## config.mk

```make
export PLATFORM = sky130hd
export DESIGN_NAME = dual_dac_register_control
export DESIGN_NICKNAME = d
export VERILOG_FILES = /design/src/dac_ctrl_pkg.sv /design/src/dac_byte_reg.sv /design/src/dac_channel_update.sv /design/src/dual_dac_register_control.sv
export SDC_FILE = /design/constraint.sdc
export NUM_CORES = 1
export LEC_CHECK = 0
export BUFFER_PORTS_ARGS = -buffer_cell sky130_fd_sc_hd__clkbuf_2
export CAP_MARGIN = 0
export CORE_MARGIN = 2
export CORE_UTILIZATION = 51
export CTS_CLUSTER_SIZE = 10
export DETAILED_ROUTE_END_ITERATION = 8
export HOLD_SLACK_MARGIN = 0.08
export PLACE_DENSITY = 0.76
export SETUP_SLACK_MARGIN = 0.2
export SYNTH_ARGS = -nofsm -noshare
export SYNTH_HDL_FRONTEND = slang
export SYNTH_SLANG_ARGS = --single-unit
```

## constraint.sdc

```tcl
create_clock -name sys_clk -period 1.7 [get_ports sys_clk]
set_input_delay 0.255 -clock sys_clk [delete_from_list [all_inputs] [get_ports sys_clk]]
set_output_delay 0.255 -clock sys_clk [all_outputs]
set_load 0.01 [all_outputs]
```

## src/dac_ctrl_pkg.sv

```systemverilog
// Package with register map, field positions and reset values of the dual converter control block.
package dac_ctrl_pkg;

    // ------------------------------------------------------------
    // Register addresses in the special-function-register space
    // ------------------------------------------------------------
    localparam logic [7:0] ADDR_CH0_LOW = 8'hf9;
    localparam logic [7:0] ADDR_CH0_HIGH = 8'hfa;
    localparam logic [7:0] ADDR_CH1_LOW = 8'hfb;
    localparam logic [7:0] ADDR_CH1_HIGH = 8'hfc;
    localparam logic [7:0] ADDR_CONTROL = 8'hfd;

    // ------------------------------------------------------------
    // Reset values
    // ------------------------------------------------------------
    localparam logic [7:0] CONTROL_RESET = 8'h04;
    localparam logic [7:0] DATA_RESET = 8'h00;

    // ------------------------------------------------------------
    // Control register field positions
    // ------------------------------------------------------------
    localparam int BIT_WIDTH_SEL = 7;
    localparam int BIT_SPAN_CH1 = 6;
    localparam int BIT_SPAN_CH0 = 5;
    localparam int BIT_ZERO_N_CH1 = 4;
    localparam int BIT_ZERO_N_CH0 = 3;
    localparam int BIT_SYNC = 2;
    localparam int BIT_POWER_CH1 = 1;
    localparam int BIT_POWER_CH0 = 0;

    localparam int CODE_W = 12;
    localparam int HIGH_NIBBLE_W = 4;
    localparam logic [CODE_W-1:0] CODE_ZERO = 12'h000;

    // Update handling of one channel.
    typedef enum logic [1:0] {
        UPD_IDLE = 2'b00,
        UPD_LOAD = 2'b01,
        UPD_HELD = 2'b11
    } update_state_t;

    // Forms the 12-bit code from the two data bytes in the selected width.
    function automatic logic [CODE_W-1:0] form_code(input logic eight_bit, input logic [7:0] low_b,
                                                   input logic [7:0] high_b);
        if (eight_bit) begin
            form_code = {low_b, 4'h0};
        end else begin
            form_code = {high_b[HIGH_NIBBLE_W-1:0], low_b};
        end
    endfunction

endpackage

```

## src/dac_byte_reg.sv

```systemverilog
// One 8-bit software data byte register with write strobe.
module dac_byte_reg (
    // Clock and reset
    input wire logic sys_clk,
    input wire logic reset,
    // Write side
    input wire logic wr_en,
    input wire logic [7:0] wr_data,
    // Stored value
    output logic [7:0] value_q
);
    import dac_ctrl_pkg::*;

    always_ff @(posedge sys_clk) begin
        if (reset) begin
            value_q <= DATA_RESET;
        end else if (wr_en) begin
            value_q <= wr_data;
        end
    end

endmodule

```

## src/dac_channel_update.sv

```systemverilog
// Output code holding latch of one converter channel with immediate and held update.
module dac_channel_update (
    // Clock and reset
    input wire logic sys_clk,
    input wire logic reset,
    // Triggers
    input wire logic low_written,
    input wire logic sync_rise,
    input wire logic sync_mode,
    // Code to load
    input wire logic [dac_ctrl_pkg::CODE_W-1:0] next_code,
    // Applied code and state
    output logic [dac_ctrl_pkg::CODE_W-1:0] code_q,
    output logic pending
);
    import dac_ctrl_pkg::*;

    update_state_t state_q;
    update_state_t state_d;

    always_comb begin
        state_d = state_q;
        case (state_q)
            UPD_IDLE: begin
                if (low_written) begin
                    state_d = sync_mode ? UPD_LOAD : UPD_HELD;
                end
            end
            UPD_LOAD: begin
                state_d = UPD_IDLE;
            end
            UPD_HELD: begin
                if (sync_rise) begin
                    state_d = UPD_LOAD;
                end
            end
            default: begin
                state_d = UPD_IDLE;
            end
        endcase
    end

    always_ff @(posedge sys_clk) begin
        if (reset) begin
            state_q <= UPD_IDLE;
        end else begin
            state_q <= state_d;
        end
    end

    // Immediate mode loads in the cycle after the low byte write; held mode waits for sync to rise.
    always_ff @(posedge sys_clk) begin
        if (reset) begin
            code_q <= CODE_ZERO;
        end else if ((low_written && sync_mode) || sync_rise) begin // see RQ7 see RQ8
            code_q <= next_code;
        end
    end

    assign pending = (state_q == UPD_HELD);

endmodule

```

## src/dual_dac_register_control.sv

```systemverilog
// Register file and output control for two 12-bit voltage output converters.
//
// Behaviour
// RQ1: Immediate 12-bit mode updates on low byte write.
// RQ2: Bit 7 picks 8-bit or 12-bit width.
// RQ3: Bit 6 picks channel 1 span.
// RQ4: Bit 5 picks channel 0 span.
// RQ5: Bits 4,3 low force outputs to zero.
// RQ6: Bits 1,0 power channels on or off.
// RQ7: Bit 2 high updates on low write.
// RQ8: Bit 2 low holds; rising edge updates both.
// RQ9: Software writes codes right-justified across bytes.
// RQ10: Control resets to 04H, channels off.
// RQ11: All four data bytes reset to 00H.
// RQ12: Disabled channel drives output enable inactive.
// RQ13: 8-bit mode ignores high byte; same timing.
module dual_dac_register_control
    import dac_ctrl_pkg::*;
(
    // Clock and reset
    input wire logic sys_clk,
    input wire logic reset,
    // Special-function-register access from the core
    input wire logic [7:0] sfr_addr,
    input wire logic sfr_wr,
    input wire logic sfr_rd,
    input wire logic [7:0] sfr_wdata,
    output logic [7:0] sfr_rdata,
    output logic sfr_sel,
    // Converter channel 0
    output logic [dac_ctrl_pkg::CODE_W-1:0] ch0_code,
    output logic span_select_ch0,
    output logic ch0_output_enable,
    output logic ch0_power,
    // Converter channel 1
    output logic [dac_ctrl_pkg::CODE_W-1:0] ch1_code,
    output logic span_select_ch1,
    output logic ch1_output_enable,
    output logic ch1_power,
    // Status
    output logic ch0_pending,
    output logic ch1_pending
);
    import dac_ctrl_pkg::*;

    // ------------------------------------------------------------
    // Address decode
    // ------------------------------------------------------------
    logic wr_ctrl;
    logic wr_l0;
    logic wr_h0;
    logic wr_l1;
    logic wr_h1;
    logic hit;

    assign wr_ctrl = sfr_wr && (sfr_addr == ADDR_CONTROL);
    assign wr_l0 = sfr_wr && (sfr_addr == ADDR_CH0_LOW);
    assign wr_h0 = sfr_wr && (sfr_addr == ADDR_CH0_HIGH);
    assign wr_l1 = sfr_wr && (sfr_addr == ADDR_CH1_LOW);
    assign wr_h1 = sfr_wr && (sfr_addr == ADDR_CH1_HIGH);
    assign hit = (sfr_addr >= ADDR_CH0_LOW) && (sfr_addr <= ADDR_CONTROL);
    assign sfr_sel = hit;

    // ------------------------------------------------------------
    // Control register
    // ------------------------------------------------------------
    logic [7:0] converter_output_control_q;

    always_ff @(posedge sys_clk) begin
        if (reset) begin
            converter_output_control_q <= CONTROL_RESET; // see RQ10
        end else if (wr_ctrl) begin
            converter_output_control_q <= sfr_wdata;
        end
    end

    logic eight_bit_mode;
    logic sync_mode;
    logic zero_force_n_ch0;
    logic zero_force_n_ch1;
    logic power_on_ch0;
    logic power_on_ch1;

    assign eight_bit_mode = converter_output_control_q[BIT_WIDTH_SEL]; // see RQ2
    assign sync_mode = converter_output_control_q[BIT_SYNC];
    assign zero_force_n_ch0 = converter_output_control_q[BIT_ZERO_N_CH0];
    assign zero_force_n_ch1 = converter_output_control_q[BIT_ZERO_N_CH1];
    assign power_on_ch0 = converter_output_control_q[BIT_POWER_CH0];
    assign power_on_ch1 = converter_output_control_q[BIT_POWER_CH1];

    // A write that sets the sync bit from 0 releases the held codes of both channels together.
    logic sync_rise;
    assign sync_rise = wr_ctrl && !sync_mode && sfr_wdata[BIT_SYNC]; // see RQ8

    // ------------------------------------------------------------
    // Data byte registers
    // ------------------------------------------------------------
    logic [7:0] channel0_low_byte;
    logic [7:0] channel0_high_byte;
    logic [7:0] channel1_low_byte;
    logic [7:0] channel1_high_byte;

    // All four bytes come up as zero.
    dac_byte_reg u_l0 (
        .sys_clk(sys_clk),
        .reset(reset),
        .wr_en(wr_l0),
        .wr_data(sfr_wdata),
        .value_q(channel0_low_byte)
    ); // see RQ11
    dac_byte_reg u_h0 (
        .sys_clk(sys_clk),
        .reset(reset),
        .wr_en(wr_h0),
        .wr_data(sfr_wdata),
        .value_q(channel0_high_byte)
    );
    dac_byte_reg u_l1 (
        .sys_clk(sys_clk),
        .reset(reset),
        .wr_en(wr_l1),
        .wr_data(sfr_wdata),
        .value_q(channel1_low_byte)
    );
    dac_byte_reg u_h1 (
        .sys_clk(sys_clk),
        .reset(reset),
        .wr_en(wr_h1),
        .wr_data(sfr_wdata),
        .value_q(channel1_high_byte)
    );

    // ------------------------------------------------------------
    // Code formation
    // ------------------------------------------------------------
    // The low byte is taken from the bus in the cycle it is written, so the applied code already
    // contains it; the high byte must be in place beforehand, which is why software writes it first.
    logic [7:0] low0_now;
    logic [7:0] low1_now;
    logic [CODE_W-1:0] next0;
    logic [CODE_W-1:0] next1;

    assign low0_now = wr_l0 ? sfr_wdata : channel0_low_byte;
    assign low1_now = wr_l1 ? sfr_wdata : channel1_low_byte;
    // In 8-bit mode the high byte plays no part.
    assign next0 = form_code(eight_bit_mode, low0_now, channel0_high_byte); // see RQ13 see RQ1 see RQ9
    assign next1 = form_code(eight_bit_mode, low1_now, channel1_high_byte); // see RQ13 see RQ1 see RQ9

    logic [CODE_W-1:0] held0;
    logic [CODE_W-1:0] held1;

    dac_channel_update u_upd0 (
        .sys_clk(sys_clk),
        .reset(reset),
        .low_written(wr_l0),
        .sync_rise(sync_rise),
        .sync_mode(sync_mode),
        .next_code(next0),
        .code_q(held0),
        .pending(ch0_pending)
    ); // see RQ7
    dac_channel_update u_upd1 (
        .sys_clk(sys_clk),
        .reset(reset),
        .low_written(wr_l1),
        .sync_rise(sync_rise),
        .sync_mode(sync_mode),
        .next_code(next1),
        .code_q(held1),
        .pending(ch1_pending)
    ); // see RQ7

    // ------------------------------------------------------------
    // Analog-side outputs
    // ------------------------------------------------------------
    always_ff @(posedge sys_clk) begin
        if (reset) begin
            ch0_code <= CODE_ZERO;
            ch1_code <= CODE_ZERO;
            span_select_ch0 <= 1'b0;
            span_select_ch1 <= 1'b0;
            ch0_power <= 1'b0;
            ch1_power <= 1'b0;
            ch0_output_enable <= 1'b0;
            ch1_output_enable <= 1'b0;
        end else begin
            ch0_code <= zero_force_n_ch0 ? held0 : CODE_ZERO; // see RQ5
            ch1_code <= zero_force_n_ch1 ? held1 : CODE_ZERO; // see RQ5
            span_select_ch0 <= converter_output_control_q[BIT_SPAN_CH0]; // see RQ4
            span_select_ch1 <= converter_output_control_q[BIT_SPAN_CH1]; // see RQ3
            ch0_power <= power_on_ch0; // see RQ6
            ch1_power <= power_on_ch1; // see RQ6
            ch0_output_enable <= power_on_ch0; // see RQ12
            ch1_output_enable <= power_on_ch1; // see RQ12
        end
    end

    // ------------------------------------------------------------
    // Read-back
    // ------------------------------------------------------------
    always_ff @(posedge sys_clk) begin
        if (reset) begin
            sfr_rdata <= 8'h00;
        end else if (sfr_rd) begin
            case (sfr_addr)
                ADDR_CH0_LOW: sfr_rdata <= channel0_low_byte;
                ADDR_CH0_HIGH: sfr_rdata <= channel0_high_byte;
                ADDR_CH1_LOW: sfr_rdata <= channel1_low_byte;
                ADDR_CH1_HIGH: sfr_rdata <= channel1_high_byte;
                ADDR_CONTROL: sfr_rdata <= converter_output_control_q;
                default: sfr_rdata <= 8'h00;
            endcase
        end
    end

endmodule

```

==> results_dict.tcl, run 1 <==
set metrics [dict create \
    rr_startpoint "converter_output_control_q[2]$_SDFFE_PP1P_" \
    grt_pass1_wl_microns 17500 \
    rsz0062_at_grt "yes" \
    clock_latency_ns 0.38 \
    antenna_left 0 \
    totalWireLength_microns 10600 \
    start_kind "register" \
    clk_pin_slew_ns 0.10 \
    clock-sinks 104 \
    p_sw_mw 1.09 \
    synth_seq_area_share_pct 47.5 \
    synth_seq_cells 104 \
    crit_required_ns 1.99 \
    preCtsSetupSlack_ns -0.0828 \
    hold_viol 0 \
    core-area_sq_mm 0.00826 \
    dpl_cell_area_sq_mm 0.00504 \
    cts-buffers-inserted 9 \
    drt_iter0_drc 212 \
    final_layout_size_suffix_gt1_share_pct 27.6 \
    syn-cell-area_sq_mm 0.00439 \
    global_route.usage.total_pct 23.0 \
    setup_tns_ns 0 \
    syn_to_final_growth_pct 21.5 \
    synth_cell_type_count 48 \
    finalMaxSlewViolations 0 \
    timing.final.crit_share_pct 99.0 \
    start_util_pct 53.1 \
    syn-mean-instance-area_sq_um 10.2 \
    grt.overflow.total 0 \
    final_common_cell "dfxtp_1" \
    async_flop_share_pct 0 \
    finalSetupViolCount 0 \
    fin_skew_ns 0.0126 \
    die_w_microns 96.7 \
    hold_slack_ns 0.248 \
    slew_headroom_pct 64.5 \
    setup_ws_ns 0.0163 \
    drc 0 \
    die_h_microns 96.7 \
    mostFrequentLayoutCells "102 x dfxtp_1, 59 x clkbuf_2, 58 x mux2i_1, 56 x nor2_1, 37 x buf_4" \
    avgViaCountPerCell 5.80 \
    layout.nets 534 \
    p_int_mw 3.32 \
    ctsHoldBuffers 0 \
    ys_warn_count 0 \
    critPathLaunch "converter_output_control_q[2]$_SDFFE_PP1P_" \
    vias 3599 \
    critPathKind "reg -> reg" \
    antennaDiodeCount 0 \
    hpwl_microns 7620 \
    die_area_sq_mm 0.00936 \
    clockPowerShare_pct 37.2 \
    power_density_mw_per_mm2 827 \
    endpoint_kind "register" \
    antenna_found_initial 0 \
    status "finished clean" \
    fmax_mhz 594 \
    cts_tree "built" \
    p_sw_share_pct 24.7 \
    synth_nets 453 \
    arrival_ns 1.97 \
    worstPathMaxFanout 5 \
    min_from "sfr_wdata[3]" \
    synth_edf_count 0 \
    synth_flop_cell "dfxtp_1" \
    layout_min_cycle_time_ns 1.68 \
    maxCapViolations 0 \
    htree_levels 3 \
    hp-class "in -> reg" \
    grt_pass1_vias 3541 \
    p_comb_share_pct 7.0 \
    cts_max_path_buffers 2 \
    io_buffers 60 \
    synthCells 429 \
    place_congestion 0.982 \
    final_area_sq_mm 0.00533 \
    grt_max_degree 28 \
    wl_per_cell_microns 17.1 \
    root_buffer "clkbuf_8" \
    row_count 33 \
    utilization_pct 64.6 \
    power_frac_seq_pct 55.8 \
    ioPinCount 61 \
    p_leak_nw 2.35 \
    peakVddDrop_v 0.000361 \
    tightest_slew_ns 0.531 \
    first_pass_iters 5 \
]
-- cells in the mapped netlist, drive strengths merged, types with 6 or more instances --
cell / instances / share of area, %
and2: 24 / 3.4
a22o: 8 / 1.6
inv: 7 / 0.60
clkbuf: 17 / 1.5
nand3b: 6 / 1.0
a21oi: 13 / 1.5
buf: 17 / 2.5
o22ai: 8 / 1.1
a22oi: 8 / 1.4
nor2b: 10 / 1.4
nand2b: 7 / 1.0
nand4: 6 / 1.0
dfxtp: 104 / 47
mux2i: 58 / 13
a211oi: 9 / 1.5
nor2: 56 / 4.8
o2bb2ai: 8 / 1.6
-- final cells by class --
cell class | count | area [sq um]
multi-input cells | 285 | 2190
clock inverters | 6 | 76.3
clock buffers | 10 | 138
inverters | 7 | 26.3
fillers | 699 | 2930
repair buffers | 103 | 681
well taps | 105 | 131
flip-flops and latches | 104 | 2090
-- worst max-delay path, cell delays in order (launching register included) --
cell	delay [ns]
dfxtp_2	0.35
nand4bb_4	0.23
a211o_4	0.39
or3b_4	0.41
o211ai_1	0.21
-- final timing paths --
check	slack, ns	end	depth (start not counted)
max	0.02	u_upd1.code_q[8]$_SDFFE_PP0P_	4
min	0.25	converter_output_control_q[3]$_SDFFE_PP0P_	3
max reg2reg	0.02	u_upd1.code_q[8]$_SDFFE_PP0P_	4
min reg2reg	0.47	ch0_code[2]$_SDFF_PP0_	1
-- power groups by stage --
| stage | clock network, mW | registers (mW) | logic, mW |
|---|---|---|---|
| 2_1_floorplan | 0 | 2.52 | 0.165 |
| 3_3_place_gp | 0 | 2.52 | 0.285 |
| 3_5_place_dp | 0 | 2.52 | 0.292 |
| 4_1_cts | 1.65 | 2.46 | 0.298 |
| 5_1_grt | 1.75 | 2.46 | 0.332 |
| 6_report | 1.64 | 2.46 | 0.307 |
-- sequential cells by signal (all words and copies together), names as in the netlist --
| register | count |
|---|---|
| u_upd1.state_q | 2 |
| u_h0.value_q | 8 |
| ch1_code | 12 |
| span_select_ch0 | 1 |
| u_upd0.state_q | 2 |
| u_upd0.code_q | 12 |
| u_l0.value_q | 8 |
| u_h1.value_q | 8 |
| span_select_ch1 | 1 |
| ch0_power | 1 |
| sfr_rdata | 8 |
| ch1_power | 1 |
| ch0_code | 12 |
| u_upd1.code_q | 12 |
| converter_output_control_q | 8 |
| u_l1.value_q | 8 |
-- per-stage QoR --
step / cells / total power [mW]
floorplan: 429 / 2.69
global placement: 601 / 2.80
detailed placement: 601 / 2.81
CTS: 618 / 4.42
global route: 620 / 4.55
finish: 620 / 4.41
-- cells by family (layout without fill, tap and decap cells) --
| kind of cell | count (synthesis) | in the layout | synth area share, % |
|---|---|---|---|
| AO/OA/AOI/OAI | 79 | 80 | 13.7 |
| buffers and inverters | 41 | 126 | 4.54 |
| flip-flops | 104 | 104 | 47.5 |
| multiplexers | 64 | 64 | 15.0 |
| adder cells (fa/ha/maj) | 4 | 4 | 1.14 |
| AND/OR/NAND/NOR | 137 | 137 | 18.1 |
-- layer usage --
metal | track usage (%) | part of all wire, % | wire, microns | up-vias
met5 | 0 | 0 | 0 | -
met4 | 9.21 | 2.0 | 212 | 0
met3 | 4.34 | 7.2 | 758 | 20
met2 | 37.3 | 48 | 5040 | 152
met1 | 30.4 | 43 | 4580 | 1715
li1 | - | - | - | 1712
-- repair_timing --
| action | 4_1_cts | 5_1_grt |
|---|---|---|
| setup endpoints to repair | 27 | 29 |
| setup buffers | 0 | 2 |
| endpoints found under the hold margin | 0 | 0 |
| gates cloned | 1 | 0 |
| pin swaps | 7 | 3 |
| gates resized for setup | 6 | 6 |
(Power assumes the default switching activity.)
==> run 2: changes to the inputs <==
- CORE_ASPECT_RATIO: unset -> 0.8
==> run 2 against run 1 <==
  * Clock skew decreased by 0.0038 ns
  * Setup slack improved by 0.070 ns
  * Sequential share of layout area increased by 0.94 points
  * Global-route usage decreased by 0.49 points
  * Critical endpoint is now u_upd0.state_q[0]$_SDFFE_PP0P_
  * Routed wire length decreased by 4.2%
  * Cell count unchanged
  * Critical path depth increased by 1
  * Maximum frequency increased by 4.3%
  * Worst hold slack got worse by 0.016 ns
  * Combinational power decreased by 7.2%
  * Critical path type unchanged
==> results_dict.tcl, run 2 (same netlist as run 1, synthesis figures left out) <==
set metrics [dict create \
    die_w_microns 108 \
    syn_to_final_growth_pct 18.5 \
    power_density_mw_per_mm2 812 \
    endpoint "u_upd0.state_q[0]$_SDFFE_PP0P_" \
    avgViaCountPerCell 5.75 \
    worstPathMaxFanout 5 \
    drc 0 \
    clock_latency_ns 0.38 \
    wl_per_cell_microns 16.4 \
    rsz0062_at_grt "yes" \
    grt.overflow.total 0 \
    p_leak_nw 2.29 \
    peakVddDrop_v 0.000318 \
    nFillCells 737 \
    cts_max_path_buffers 2 \
    fmax_mhz 620 \
    start_kind "register" \
    layout.nets 527 \
    clk_pin_slew_ns 0.10 \
    tightest_slew_ns 0.627 \
    critPathKind "reg -> reg" \
    finalMaxSlewViolations 0 \
    layout_min_cycle_time_ns 1.61 \
    drt_iter0_drc 210 \
    timing.final.crit_share_pct 94.9 \
    final_layout_size_suffix_gt1_share_pct 26.4 \
    crit-reg2reg-capture "u_upd0.state_q[0]$_SDFFE_PP0P_" \
    endpoint_kind "register" \
    root_buffer "clkbuf_8" \
    antenna_left 0 \
    cts_tree "built" \
    fin_skew_ns 0.00879 \
    hold_depth 3 \
    core-area_sq_mm 0.00841 \
    finalSetupViolCount 0 \
    vias 3564 \
    start_util_pct 52.2 \
    ioPinCount 61 \
    r2r_cells 5 \
    global_route.usage.total_pct 22.5 \
    die_h_microns 87.0 \
    mostFrequentLayoutCells "102 x dfxtp_1, 60 x clkbuf_2, 58 x mux2i_1, 56 x nor2_1, 34 x buf_4" \
    crit_required_ns 1.98 \
    cts-buffers-inserted 9 \
    row_count 30 \
    htree_levels 3 \
    hpwl_microns 7550 \
    reg2reg_setup_slack_ns 0.09 \
    ctsHoldBuffers 0 \
    totalWireLength_microns 10100 \
    die_area_sq_mm 0.00936 \
    grt_pass1_wl_microns 16300 \
    antenna_found_initial 0 \
    hold_slack_ns 0.232 \
    setup_tns_ns 0 \
    hp-class "in -> reg" \
    rr_startpoint "converter_output_control_q[2]$_SDFFE_PP1P_" \
    clock-sinks 104 \
    arrival_ns 1.89 \
    slew_headroom_pct 58.1 \
    grt_max_degree 20 \
    final_common_cell "dfxtp_1" \
    status "finished clean" \
    first_pass_iters 5 \
    io_buffers 60 \
    maxCapViolations 0 \
    hold_viol 0 \
    critPathLaunch "converter_output_control_q[2]$_SDFFE_PP1P_" \
    place_congestion 0.847 \
    antennaDiodeCount 0 \
    power.total_mw 4.22 \
    grt_pass1_vias 3297 \
]
## run 2: through the flow
stage / setup slack, ns / utilization [%] / instance area (sq um) / std cells
6_report: 0.0862 / 61.8 / 5200 / 620
5_1_grt: 0.0305 / 61.8 / 5200 / 620
4_1_cts: 0.0911 / 61.6 / 5180 / 619
3_5_place_dp: -0.0603 / 59.3 / 4980 / 603
3_3_place_gp: 0.00189 / 59.3 / 4980 / 603
2_1_floorplan: 0.0781 / - / 4430 / 429
## run 2: final cells by class
class,instances,area [sq um],area share [%]
multi-input cells,284,2150,41.4
flip-flops and latches,104,2080,40.1
repair buffers,97,607,11.7
well taps,112,140,2.69
clock buffers,10,138,2.65
clock inverters,6,50.0,0.962
inverters,7,26.3,0.505
## run 2: power by group
| group | internal, mW | total (mW) | switching, mW | leakage [nW] |
|---|---|---|---|---|
| combinational | 0.110 | 0.285 | 0.174 | 1.36 |
| sequential | 2.45 | 2.46 | 0.0101 | 0.839 |
| clock | 0.590 | 1.47 | 0.884 | 0.0948 |
## run 2: worst max-delay path, cell delays in order (launching register included)
cell and delay (ns):
dfxtp_2 0.35, nand3b_1 0.24, buf_4 0.18, o31a_1 0.26, a21oi_2 0.17, mux2_4 0.31
## run 2: timing repair
action	in CTS	in global routing
pin swaps	8	2
gates resized for setup	5	2
gates cloned	0	0
setup endpoints to repair	27	28
buffers inserted	0	1
## run 2: worst min-delay path by stage
stage / start / end / slack (ns)
after detailed placement: u_upd0.code_q[9]$_SDFFE_PP0P_ / ch0_code[9]$_SDFF_PP0_ / 0.44
after floorplan: sfr_wdata[0] / converter_output_control_q[0]$_SDFFE_PP0P_ / 0.40
after global placement: u_upd1.code_q[4]$_SDFFE_PP0P_ / u_upd1.code_q[4]$_SDFFE_PP0P_ / 0.44
final: sfr_wdata[3] / converter_output_control_q[3]$_SDFFE_PP0P_ / 0.23
after CTS: sfr_wdata[3] / converter_output_control_q[3]$_SDFFE_PP0P_ / 0.22
after global routing: sfr_wdata[1] / u_h0.value_q[1]$_SDFFE_PP0P_ / 0.26
## run 2: layer usage
layer | vias to the layer above | global-route usage, % | routed length (microns)
li1 | 1698 | - | -
met2 | 143 | 35.2 | 4570
met1 | 1705 | 30.6 | 4710
met4 | 0 | 7.93 | 139
met5 | - | 0 | 0
met3 | 18 | 5.46 | 725
